--- config.mk ---
export PLATFORM = sky130hd
export DESIGN_NAME = tci_command_interpreter
export DESIGN_NICKNAME = d
export VERILOG_FILES = /design/src/logic/tci_pkg.sv /design/src/logic/tci_command_interpreter.sv
export SDC_FILE = /design/constraint.sdc
export NUM_CORES = 1
export LEC_CHECK = 0
export BUFFER_PORTS_ARGS = -buffer_cell sky130_fd_sc_hd__buf_2
export CAP_MARGIN = 20
export CORE_ASPECT_RATIO = 1.1
export CORE_MARGIN = 2
export CORE_UTILIZATION = 37
export DETAILED_ROUTE_END_ITERATION = 8
export PLACE_DENSITY = 0.57
export SETUP_SLACK_MARGIN = 0.4
export SLEW_MARGIN = 20
export SYNTH_ARGS = -nofsm -noshare
export SYNTH_HDL_FRONTEND = slang
export SYNTH_SLANG_ARGS = --single-unit
--- constraint.sdc ---
create_clock -name clk_sys_i -period 6.7 [get_ports clk_sys_i]
set_input_delay 0.335 -clock clk_sys_i [delete_from_list [all_inputs] [get_ports clk_sys_i]]
set_output_delay 0.335 -clock clk_sys_i [all_outputs]
set_load 0.02 [all_outputs]
--- src/logic/tci_pkg.sv ---
// Shared constants and carriers for the time-of-flight command interpreter.
// Assumes one 20 MHz system clock and parameter bytes loaded before the command strobe.
package tci_pkg;

  // ****************************************************************
  // Command codes and timing
  // ****************************************************************
  localparam logic [7:0]  CMD_START_MEAS  = 8'h02;
  localparam logic [7:0]  CMD_WRITE_CFG   = 8'h08;
  localparam logic [7:0]  CMD_READ_CFG    = 8'h09;
  localparam logic [7:0]  CMD_FACTORY_CAL = 8'h0a;
  localparam logic [7:0]  CMD_AUX_CTRL    = 8'h0f;
  localparam int          CLK_HZ          = 20000000;
  localparam int          LEAD_STEP_US    = 100;
  localparam int          LEAD_STEP_CYC   = (CLK_HZ / 1000000) * LEAD_STEP_US;
  localparam int          MS_CYC          = CLK_HZ / 1000;
  localparam logic [7:0]  PERIOD_CODE_1S  = 8'hfe;
  localparam logic [7:0]  PERIOD_CODE_2S  = 8'hff;
  localparam logic [11:0] PERIOD_1S_MS    = 12'h3e8;
  localparam logic [11:0] PERIOD_2S_MS    = 12'h7d0;
  localparam int          WIN_BYTES       = 14;

  // ****************************************************************
  // Field positions and reset values
  // ****************************************************************
  localparam int          THRESH_MSB      = 5;
  localparam int          SPREAD_LSB      = 6;
  localparam int          MODE_W          = 4;
  localparam logic [3:0]  AUX_RESET_MODE  = 4'h4;

  // Auxiliary pin modes; codes above AUX_OD_LOW_DET are reserved
  localparam logic [3:0]  AUX_DISABLED    = 4'h0;
  localparam logic [3:0]  AUX_GATE_LOW    = 4'h1;
  localparam logic [3:0]  AUX_GATE_HIGH   = 4'h2;
  localparam logic [3:0]  AUX_PULSE       = 4'h3;
  localparam logic [3:0]  AUX_DRIVE_LOW   = 4'h4;
  localparam logic [3:0]  AUX_DRIVE_HIGH  = 4'h5;
  localparam logic [3:0]  AUX_HIGH_DET    = 4'h6;
  localparam logic [3:0]  AUX_LOW_DET     = 4'h7;
  localparam logic [3:0]  AUX_OD_FLOAT_DET = 4'h8;
  localparam logic [3:0]  AUX_OD_LOW_DET  = 4'h9;

  // Parameter bytes written by the host ahead of a command
  typedef struct packed {
    logic [7:0] param_byte_5;
    logic [7:0] param_byte_4;
    logic [7:0] param_byte_3;
    logic [7:0] param_byte_2;
    logic [7:0] param_byte_1;
    logic [7:0] param_byte_0;
  } tci_params_t;

  // One measurement result from the ranging engine
  typedef struct packed {
    logic        detect;
    logic [15:0] distance_mm;
  } tci_result_t;

  typedef logic [WIN_BYTES-1:0][7:0] tci_window_t;

  typedef enum logic [1:0] {ST_IDLE, ST_RUN, ST_WAIT, ST_GATED} tci_state_t;

endpackage : tci_pkg

--- src/logic/tci_command_interpreter.sv ---
// Command interpreter of the ranging sensor: decodes host commands, schedules
// measurements, raises interrupts and runs the two auxiliary pins.
// Assumes the ranging engine answers start with one done pulse and owns the emitter.
`timescale 1ns/1ps

// Operation
// Pulse lead 0 gives no signal, 1 rises at pulse start, each step adds 100 us.
// In pulse mode the pin falls when the emitter stops emitting.
// Threshold byte bits 5:0 hold detection threshold; host uses zero by default.
// Bits 7:6 set spread amplitude; host enables it only with clock halving.
// Repeat interval in ms; zero single, 0xfe 1000 ms, 0xff 2000 ms.
// Interval shorter than ranging time repeats as fast as possible.
// Iteration count 16 bits in thousands, low byte 1, high byte 0.
// Each completion sets interrupt flag; pin asserts when pin enable is one.
// Each completion updates the transaction identifier.
// Persistence zero: every result raises an interrupt.
// Persistence 1-255: interrupt only in range after that many consecutive detections.
// Config command takes low limit from bytes 3/2, high limit from 1/0.
// Read config places persistence and both limits at locations 0x20 to 0x24.
// Host loads all measurement parameters before factory calibration.
// Calibration result stored as fourteen bytes from location 0x20.
// Pin control command applies byte 0 pin modes without measuring.
// First pin mode field bits 3:0 with the listed encodings, default drive low.
// Gate assertion aborts the measurement; deassertion starts a fresh one.
// Modes 6 to 9 follow detection, push-pull or open drain.
// Second pin mode field bits 7:4, same encodings.
// Host writes parameter bytes before the command code.
// Pin modes 10 to 15 reserved, treated as disabled.
module tci_command_interpreter
  import tci_pkg::*;
#(
  parameter int MS_CYCLES = MS_CYC
) (
  // Clock and reset
  input  wire logic         clk_sys_i,
  input  wire logic         rst_n_i,
  // Host command port
  input  wire logic         cmd_wr_i,
  input  wire logic [7:0]   cmd_code_i,
  input  wire tci_params_t  params_i,
  input  wire logic         pin_interrupt_enable_i,
  input  wire logic         int_clear_i,
  // Ranging engine
  input  wire logic         meas_done_i,
  input  wire tci_result_t  meas_result_i,
  input  wire tci_window_t  cal_data_i,
  input  wire logic         pulse_req_i,
  input  wire logic         emitter_on_i,
  output logic              meas_start_o,
  output logic              meas_abort_o,
  output logic              cal_mode_o,
  output logic              emitter_fire_o,
  output logic [15:0]       iterations_k_o,
  output logic [5:0]        detect_threshold_o,
  output logic [1:0]        emitter_clock_spread_amplitude_o,
  // Status
  output logic              int_flag_o,
  output logic              int_n_o,
  output logic [7:0]        transaction_id_o,
  output tci_window_t       result_window_o,
  // Auxiliary pins
  input  wire logic [1:0]   aux_in_i,
  output logic [1:0]        aux_out_o,
  output logic [1:0]        aux_oe_o
);

  // ****************************************************************
  // Declarations
  // ****************************************************************
  tci_state_t        state_r;
  logic [7:0]        lead_steps_r;
  logic [7:0]        period_code_r;
  logic [7:0]        persistence_r;
  logic [15:0]       low_limit_r;
  logic [15:0]       high_limit_r;
  logic [7:0]        consec_r;
  logic              detect_r;
  logic [1:0][3:0]   aux_mode_r;
  logic [1:0]        gate_act;
  logic              gate_any;
  logic              gate_any_r;
  logic [15:0]       ms_div_r;
  logic [11:0]       ms_elapsed_r;
  logic [11:0]       period_ms;
  logic              ms_tick;
  logic              cmd_start;
  logic              cmd_cal;
  logic              qualify;
  logic [7:0]        consec_nxt;
  logic              int_event;
  logic              lead_busy_r;
  logic [7:0]        lead_left_r;
  logic [10:0]       lead_div_r;
  logic              pulse_hi_r;
  logic              seen_on_r;
  logic              pulse_pin;

  assign cmd_start = cmd_wr_i && (cmd_code_i == CMD_START_MEAS);
  assign cmd_cal   = cmd_wr_i && (cmd_code_i == CMD_FACTORY_CAL);

  // ****************************************************************
  // Measurement parameters
  // ****************************************************************
  // Latched on start or calibration; the host has loaded the bytes first
  always_ff @(posedge clk_sys_i or negedge rst_n_i) begin
    if (!rst_n_i) begin
      lead_steps_r                     <= 8'h00;
      detect_threshold_o               <= 6'h00;
      emitter_clock_spread_amplitude_o <= 2'h0;
      period_code_r                    <= 8'h00;
      iterations_k_o                   <= 16'h0000;
    end else if (cmd_start || cmd_cal) begin
      lead_steps_r                     <= params_i.param_byte_4;
      detect_threshold_o               <= params_i.param_byte_3[THRESH_MSB:0];
      emitter_clock_spread_amplitude_o <= params_i.param_byte_3[7:SPREAD_LSB];
      period_code_r                    <= params_i.param_byte_2;
      iterations_k_o                   <= {params_i.param_byte_0, params_i.param_byte_1};
    end
  end

  // Interval decode; the two top codes stand for whole seconds
  always_comb begin
    if (period_code_r == PERIOD_CODE_1S) begin
      period_ms = PERIOD_1S_MS;
    end else if (period_code_r == PERIOD_CODE_2S) begin
      period_ms = PERIOD_2S_MS;
    end else begin
      period_ms = {4'h0, period_code_r};
    end
  end

  // ****************************************************************
  // Measurement scheduling
  // ****************************************************************
  // Millisecond enable, restarted at every measurement start
  assign ms_tick = (ms_div_r == 16'(MS_CYCLES - 1));
  always_ff @(posedge clk_sys_i or negedge rst_n_i) begin
    if (!rst_n_i) begin
      ms_div_r     <= 16'h0000;
      ms_elapsed_r <= 12'h000;
    end else if (meas_start_o) begin
      ms_div_r     <= 16'h0000;
      ms_elapsed_r <= 12'h000;
    end else if (ms_tick) begin
      ms_div_r     <= 16'h0000;
      ms_elapsed_r <= (ms_elapsed_r == 12'hfff) ? ms_elapsed_r : ms_elapsed_r + 12'h001;
    end else begin
      ms_div_r     <= ms_div_r + 16'h0001;
    end
  end

  // Gating inputs; an active gate overrides any pending start
  generate
    for (genvar g = 0; g < 2; g++) begin : g_gate
      assign gate_act[g] = ((aux_mode_r[g] == AUX_GATE_LOW) && !aux_in_i[g]) ||
                           ((aux_mode_r[g] == AUX_GATE_HIGH) && aux_in_i[g]);
    end
  endgenerate
  assign gate_any = |gate_act;

  // Sequencer: start, run, wait for the interval, or sit gated
  always_ff @(posedge clk_sys_i or negedge rst_n_i) begin
    if (!rst_n_i) begin
      state_r      <= ST_IDLE;
      meas_start_o <= 1'b0;
      meas_abort_o <= 1'b0;
      cal_mode_o   <= 1'b0;
      gate_any_r   <= 1'b0;
    end else begin
      meas_start_o <= 1'b0;
      meas_abort_o <= 1'b0;
      gate_any_r   <= gate_any;
      case (state_r)
        ST_IDLE: begin
          if (cmd_start || cmd_cal) begin
            cal_mode_o <= cmd_cal;
            if (gate_any) begin
              state_r <= ST_GATED;
            end else begin
              meas_start_o <= 1'b1;
              state_r      <= ST_RUN;
            end
          end
        end
        ST_RUN: begin
          if (gate_any) begin
            meas_abort_o <= 1'b1; // Drop the measurement in progress
            state_r      <= ST_GATED;
          end else if (meas_done_i) begin
            if (cal_mode_o || (period_code_r == 8'h00)) begin
              state_r <= ST_IDLE;
            end else if (ms_elapsed_r >= period_ms) begin
              meas_start_o <= 1'b1; // Overran the interval: go again at once
            end else begin
              state_r <= ST_WAIT;
            end
          end
        end
        ST_WAIT: begin
          if (gate_any) begin
            state_r <= ST_GATED;
          end else if (ms_elapsed_r >= period_ms) begin
            meas_start_o <= 1'b1;
            state_r      <= ST_RUN;
          end
        end
        default: begin
          if (!gate_any && gate_any_r) begin
            meas_start_o <= 1'b1; // Gate released: fresh measurement
            state_r      <= ST_RUN;
          end
        end
      endcase
    end
  end

  // ****************************************************************
  // Interrupt suppression and completion status
  // ****************************************************************
  always_ff @(posedge clk_sys_i or negedge rst_n_i) begin
    if (!rst_n_i) begin
      persistence_r <= 8'h00;
      low_limit_r   <= 16'h0000;
      high_limit_r  <= 16'hffff;
    end else if (cmd_wr_i && (cmd_code_i == CMD_WRITE_CFG)) begin
      persistence_r <= params_i.param_byte_4;
      low_limit_r   <= {params_i.param_byte_2, params_i.param_byte_3};
      high_limit_r  <= {params_i.param_byte_0, params_i.param_byte_1};
    end
  end

  // In-range detection streak, saturating so a long run never wraps
  assign qualify    = meas_result_i.detect &&
                      (meas_result_i.distance_mm >= low_limit_r) &&
                      (meas_result_i.distance_mm <= high_limit_r);
  assign consec_nxt = qualify ? ((consec_r == 8'hff) ? consec_r : consec_r + 8'h01) : 8'h00;
  assign int_event  = meas_done_i && (state_r == ST_RUN) && !gate_any &&
                      ((persistence_r == 8'h00) ||
                       (qualify && (consec_nxt >= persistence_r)));

  always_ff @(posedge clk_sys_i or negedge rst_n_i) begin
    if (!rst_n_i) begin
      consec_r         <= 8'h00;
      detect_r         <= 1'b0;
      transaction_id_o <= 8'h00;
    end else if (meas_done_i && (state_r == ST_RUN) && !gate_any) begin
      consec_r         <= consec_nxt;
      detect_r         <= meas_result_i.detect;
      transaction_id_o <= transaction_id_o + 8'h01;
    end
  end

  // Sticky flag; a new event beats a clear in the same cycle
  always_ff @(posedge clk_sys_i or negedge rst_n_i) begin
    if (!rst_n_i) begin
      int_flag_o <= 1'b0;
    end else if (int_event) begin
      int_flag_o <= 1'b1;
    end else if (int_clear_i) begin
      int_flag_o <= 1'b0;
    end
  end
  assign int_n_o = ~(int_flag_o & pin_interrupt_enable_i);

  // Result window: configuration readback or calibration record
  always_ff @(posedge clk_sys_i or negedge rst_n_i) begin
    if (!rst_n_i) begin
      result_window_o <= '0;
    end else if (cmd_wr_i && (cmd_code_i == CMD_READ_CFG)) begin
      result_window_o[0] <= persistence_r; // Locations 0x20 through 0x24
      result_window_o[1] <= low_limit_r[7:0];
      result_window_o[2] <= low_limit_r[15:8];
      result_window_o[3] <= high_limit_r[7:0];
      result_window_o[4] <= high_limit_r[15:8];
    end else if (meas_done_i && (state_r == ST_RUN) && cal_mode_o && !gate_any) begin
      result_window_o <= cal_data_i;
    end
  end

  // ****************************************************************
  // Auxiliary pins
  // ****************************************************************
  // Modes from byte 5 on start, byte 0 on pin control (no measurement)
  always_ff @(posedge clk_sys_i or negedge rst_n_i) begin
    if (!rst_n_i) begin
      aux_mode_r <= {AUX_RESET_MODE, AUX_RESET_MODE};
    end else if (cmd_start) begin
      aux_mode_r <= params_i.param_byte_5;
    end else if (cmd_wr_i && (cmd_code_i == CMD_AUX_CTRL)) begin
      aux_mode_r <= params_i.param_byte_0;
    end
  end

  // Lead timer: pin rises at the request, emitter fires after lead-1 steps
  always_ff @(posedge clk_sys_i or negedge rst_n_i) begin
    if (!rst_n_i) begin
      lead_busy_r    <= 1'b0;
      lead_left_r    <= 8'h00;
      lead_div_r     <= 11'h000;
      emitter_fire_o <= 1'b0;
      pulse_hi_r     <= 1'b0;
    end else begin
      emitter_fire_o <= 1'b0;
      if (pulse_req_i && !lead_busy_r) begin
        if (lead_steps_r <= 8'h01) begin
          emitter_fire_o <= 1'b1;
        end else begin
          lead_busy_r <= 1'b1;
        end
        lead_left_r <= lead_steps_r - 8'h01;
        lead_div_r  <= 11'h000;
        pulse_hi_r  <= (lead_steps_r != 8'h00); // Step 0 means no pin signal
      end else if (lead_busy_r) begin
        if (lead_div_r == 11'(LEAD_STEP_CYC - 1)) begin
          lead_div_r  <= 11'h000;
          lead_left_r <= lead_left_r - 8'h01;
          if (lead_left_r == 8'h01) begin
            lead_busy_r    <= 1'b0;
            emitter_fire_o <= 1'b1;
          end
        end else begin
          lead_div_r <= lead_div_r + 11'h001;
        end
      end else if (seen_on_r && !emitter_on_i) begin
        pulse_hi_r <= 1'b0;
      end
    end
  end

  always_ff @(posedge clk_sys_i or negedge rst_n_i) begin
    if (!rst_n_i) begin
      seen_on_r <= 1'b0;
    end else begin
      seen_on_r <= pulse_hi_r && (emitter_on_i || (seen_on_r && !(pulse_req_i && !lead_busy_r)));
    end
  end
  // Pin drops in the very cycle the emitter goes dark
  assign pulse_pin = pulse_hi_r && !(seen_on_r && !emitter_on_i);

  // Per-pin output decode; reserved codes behave as disabled
  generate
    for (genvar g = 0; g < 2; g++) begin : g_aux
      always_comb begin
        aux_out_o[g] = 1'b0;
        aux_oe_o[g]  = 1'b0;
        case (aux_mode_r[g])
          AUX_PULSE:        begin aux_out_o[g] = pulse_pin; aux_oe_o[g] = 1'b1; end
          AUX_DRIVE_LOW:    begin aux_out_o[g] = 1'b0;      aux_oe_o[g] = 1'b1; end
          AUX_DRIVE_HIGH:   begin aux_out_o[g] = 1'b1;      aux_oe_o[g] = 1'b1; end
          AUX_HIGH_DET:     begin aux_out_o[g] = detect_r;  aux_oe_o[g] = 1'b1; end
          AUX_LOW_DET:      begin aux_out_o[g] = ~detect_r; aux_oe_o[g] = 1'b1; end
          AUX_OD_FLOAT_DET: begin aux_oe_o[g] = ~detect_r; end
          AUX_OD_LOW_DET:   begin aux_oe_o[g] = detect_r;  end
          default:          begin aux_oe_o[g] = 1'b0;      end
        endcase
      end
    end
  endgenerate
endmodule : tci_command_interpreter

==> reports/qor.log <==
INFO  routing        dr.pass1.iters=4
INFO  die            die_y=203µm
INFO  final_layout   post-route-cell-area=17,400µm²
INFO  synth          synthesized_net_count=1,519
INFO  global_route   antenna_found_initial=6
INFO  global_route   grt_start_max_net_pins=150
INFO  final_layout   nNetsFinal=1,949
INFO  clocking       cts.sinks=275
INFO  clocking       cts_resized=0
INFO  timing         achievable-frequency=300MHz
INFO  synth          synthArstFlopShare=1.00
INFO  run            maxCapViolations=0
INFO  timing         rsz0062_at_grt=false
INFO  final_layout   final-instance-count-excl-fill=2,204
INFO  synth          ys_ff_latch=275
INFO  power          cellPowerDensity=277nW/µm²
INFO  die            start_util=0.372
INFO  routing        via_count=10.8k
INFO  place          placement_stage_cell_area=15,600µm²
INFO  critical_path  number_of_cells_on_the_worst_reg_to_reg_path=15
INFO  hold_path      holdPathStages=3
INFO  die            floorplan.rows=73
INFO  timing         final.setup.tns=0ns
INFO  clocking       worst_skew_pair.late_latency=0.55ns
INFO  place          finalWeightedCongestion=0.841
INFO  routing        drt-initial-drc-count=418
INFO  critical_path  start_kind=flop
INFO  timing         drv_slew=0
INFO  synth          synth.yosys.seq_area_share=0.517
INFO  global_route   first_global_vias=11.1k
INFO  critical_path  critical_path_peak_fanout=11
INFO  synth          number_of_enable_flip_flop_cells_after_synthesis=0
INFO  global_route   grt_pass1_wl=60,100µm
INFO  clocking       cts_max_path_buffers=3
INFO  power          seq_power_share=0.443
INFO  synth          ys_dominant_reg_cell=sky130_fd_sc_hd__dfrtp_1
INFO  timing         final-hold-violation-count=0
INFO  clocking       cts-buffers-inserted=31
INFO  timing         clock_skew=0.0172ns
INFO  timing         timing.final.crit_share=0.498
INFO  critical_path  critPathRequiredTime=7.10ns
INFO  clocking       htree_num_levels=1
INFO  clocking       tritoncts=yes
INFO  die            dieArea=37,600µm²
INFO  routing        post_detailed_routing_wire_length=38,600µm
INFO  final_layout   area_delta_synth_final=30.2%
INFO  timing         transition_time_of_the_tightest_slew_check_pin=1.08ns
INFO  synth          synthesis.area=13,400µm²
INFO  timing         final_period_minus_worst_setup_slack=3.33ns
INFO  place          numPortBuffers=348
INFO  synth          syn_avg_cell_area=10.6µm²
INFO  timing         max_slew_margin=0.277
INFO  synth          synth_cell_types=62
INFO  power          peakVddDrop=0.000178V
INFO  power          switching_power=1.52mW
INFO  routing        viasPerCell=4.88
INFO  routing        wl_per_cell=17.5µm
INFO  hold_path      hp-class=input pin to flop
INFO  routing        drcViolationCount=0
INFO  power          p_int=3.30mW
INFO  run_status     outcome=finished clean
INFO  power          netSwitchingFraction=0.315
INFO  power          power.combinational.fraction=0.221
INFO  clocking       cts_root_buffer=sky130_fd_sc_hd__clkbuf_16
INFO  timing         setup_failing_eps_final=0
INFO  place          placed_cells_incl_taps=2,059
INFO  die            core-area=35,900µm²
INFO  die            fp.dieW=185µm
INFO  critical_path  worst_ep_arrival_time=3.74ns
INFO  routing        ant_nets=0
INFO  die            num_io_pins=349
INFO  place          hpwl=27,400µm
INFO  critical_path  cp-end-kind=flop
INFO  power          static-leakage-power=9.10nW
INFO  clocking       path_clk_slew=0.06ns
INFO  power          power.share.clock=0.335
INFO  synth          syn-instance-count=1,264
INFO  critical_path  start_to_end_type_of_the_worst_setup_path=flop to flop
INFO  final_layout   layout-drive-gt1-share=0.277
INFO  global_route   grt_util_all_layers=0.202
INFO  global_route   globalRoute.totalOverflow=0
INFO  synth          synthesis_warnings=0
## layout by cell type, fill, tap and decap left out, types with 10 or more instances in the layout
cell type                       count
sky130_fd_sc_hd__dfstp_2           18
sky130_fd_sc_hd__nand3_1           24
sky130_fd_sc_hd__xnor2_1           19
sky130_fd_sc_hd__mux2i_1           49
sky130_fd_sc_hd__inv_1             59
sky130_fd_sc_hd__o21ai_0           87
sky130_fd_sc_hd__clkbuf_1          10
sky130_fd_sc_hd__ha_1              60
sky130_fd_sc_hd__buf_2            347
sky130_fd_sc_hd__and3_1            11
sky130_fd_sc_hd__mux2_2            46
sky130_fd_sc_hd__nor2_1            69
sky130_fd_sc_hd__dlygate4sd3_1     89
sky130_fd_sc_hd__nor3_1            18
sky130_fd_sc_hd__dfrtp_1          257
sky130_fd_sc_hd__nand4_1           16
sky130_fd_sc_hd__a21oi_1           27
sky130_fd_sc_hd__nand2_1          233
sky130_fd_sc_hd__clkbuf_16         31
sky130_fd_sc_hd__mux2_1            70
sky130_fd_sc_hd__xor2_1            29
## synthesized netlist by cell type (19+ instances only)
library cell	instances	share of area
sky130_fd_sc_hd__a21oi_1	27	0.010
sky130_fd_sc_hd__clkbuf_1	29	0.0081
sky130_fd_sc_hd__dfrtp_1	257	0.48
sky130_fd_sc_hd__ha_1	60	0.056
sky130_fd_sc_hd__inv_1	59	0.017
sky130_fd_sc_hd__mux2_1	70	0.059
sky130_fd_sc_hd__mux2_2	46	0.039
sky130_fd_sc_hd__mux2i_1	49	0.037
sky130_fd_sc_hd__nand2_1	233	0.065
sky130_fd_sc_hd__nand3_1	26	0.0097
sky130_fd_sc_hd__nor2_1	69	0.019
sky130_fd_sc_hd__o21ai_0	87	0.033
sky130_fd_sc_hd__xnor2_1	19	0.012
sky130_fd_sc_hd__xor2_1	29	0.019
## state kept, by name, summed over array words and instances, names as in the netlist, 11 cells and up
register / count
result_window_o: 112
high_limit_r: 16
iterations_k_o: 16
low_limit_r: 16
ms_div_r: 16
ms_elapsed_r: 12
lead_div_r: 11
## worst max-delay path: stages, from the launching register on
cell and delay [ns]:
sky130_fd_sc_hd__dfstp_2 0.53, sky130_fd_sc_hd__inv_1 0.04, sky130_fd_sc_hd__ha_1 0.30, sky130_fd_sc_hd__nand4_1 0.16, sky130_fd_sc_hd__nor4_1 0.36, sky130_fd_sc_hd__nor3_1 0.08, sky130_fd_sc_hd__o31ai_1 0.10, sky130_fd_sc_hd__nand3_1 0.40
sky130_fd_sc_hd__nor2_1 0.24, sky130_fd_sc_hd__ha_1 0.27, sky130_fd_sc_hd__a21oi_1 0.16, sky130_fd_sc_hd__o21ai_0 0.10, sky130_fd_sc_hd__a21oi_1 0.17, sky130_fd_sc_hd__o21ai_0 0.09, sky130_fd_sc_hd__o21ai_0 0.10, sky130_fd_sc_hd__o31ai_1 0.08
## final timing paths
check	startpoint	end	slack [ns]
setup reg to reg	high_limit_r[14]	int_flag_o	3.37
max in group asynchronous	rst_n_i	iterations_k_o[14]	4.93
hold / removal	params_i[34]	lead_steps_r[2]	0.03
setup / recovery	high_limit_r[14]	int_flag_o	3.37
min in group asynchronous	rst_n_i	result_window_o[0]	0.44
hold reg to reg	transaction_id_o[7]	transaction_id_o[7]	0.46
## cell type report
cell class	instances	area (µm²)
antenna	3	7.51
tap	487	609
multi-input combinational	883	6000
inverter	59	221
sequential	275	6900
timing repair buffer	444	2710
fill	3358	18500
clock inverter	7	66.3
clock buffer	46	882
## power by group through the flow
stage	combinational, mW	sequential, mW	clock (mW)
CTS	1.07	2.13	1.66
finish	1.07	2.14	1.62
global route	1.19	2.17	1.73
detailed placement	1.03	2.16	0
global placement	1.01	2.15	0
floorplan	0.464	2.30	0
## per-layer routing
| layer | vias up | wire length [µm] | global-route usage |
|---|---|---|---|
| met5 | - | 21 | 0 |
| met4 | 4 | 908 | 0.0522 |
| met3 | 60 | 3440 | 0.0593 |
| met2 | 357 | 17700 | 0.345 |
| met1 | 5117 | 16500 | 0.250 |
| li1 | 5213 | - | - |
## logic make-up after synthesis
family,after synthesis,synth area share
AO/OA/AOI/OAI,170,0.0751
XOR/XNOR,48,0.0315
adder cells (fa/ha/maj),60,0.0562
buffers and inverters,106,0.0349
flip-flops,275,0.517
multiplexers,165,0.134
AND/OR/NAND/NOR,440,0.151
## metrics by stage
step | utilization | hold WS (ns) | total power, mW | setup WS, ns
global placement | 0.433 | 0.452 | 3.16 | 3.51
floorplan | - | 0.0394 | 2.76 | 3.84
finish | 0.485 | 0.0281 | 4.82 | 3.37
CTS | 0.485 | 0.00206 | 4.87 | 3.38
global route | 0.485 | 0.00636 | 5.09 | 3.05
detailed placement | 0.433 | 0.459 | 3.19 | 3.40
## what timing repair did
action                                  in CTS  in global routing
endpoints found under the setup margin       0                  0
hold buffers                                89                  0
hold endpoints to repair                   198                  0
buffers inserted                             0                  0
Power figures use the tool's default switching activity.
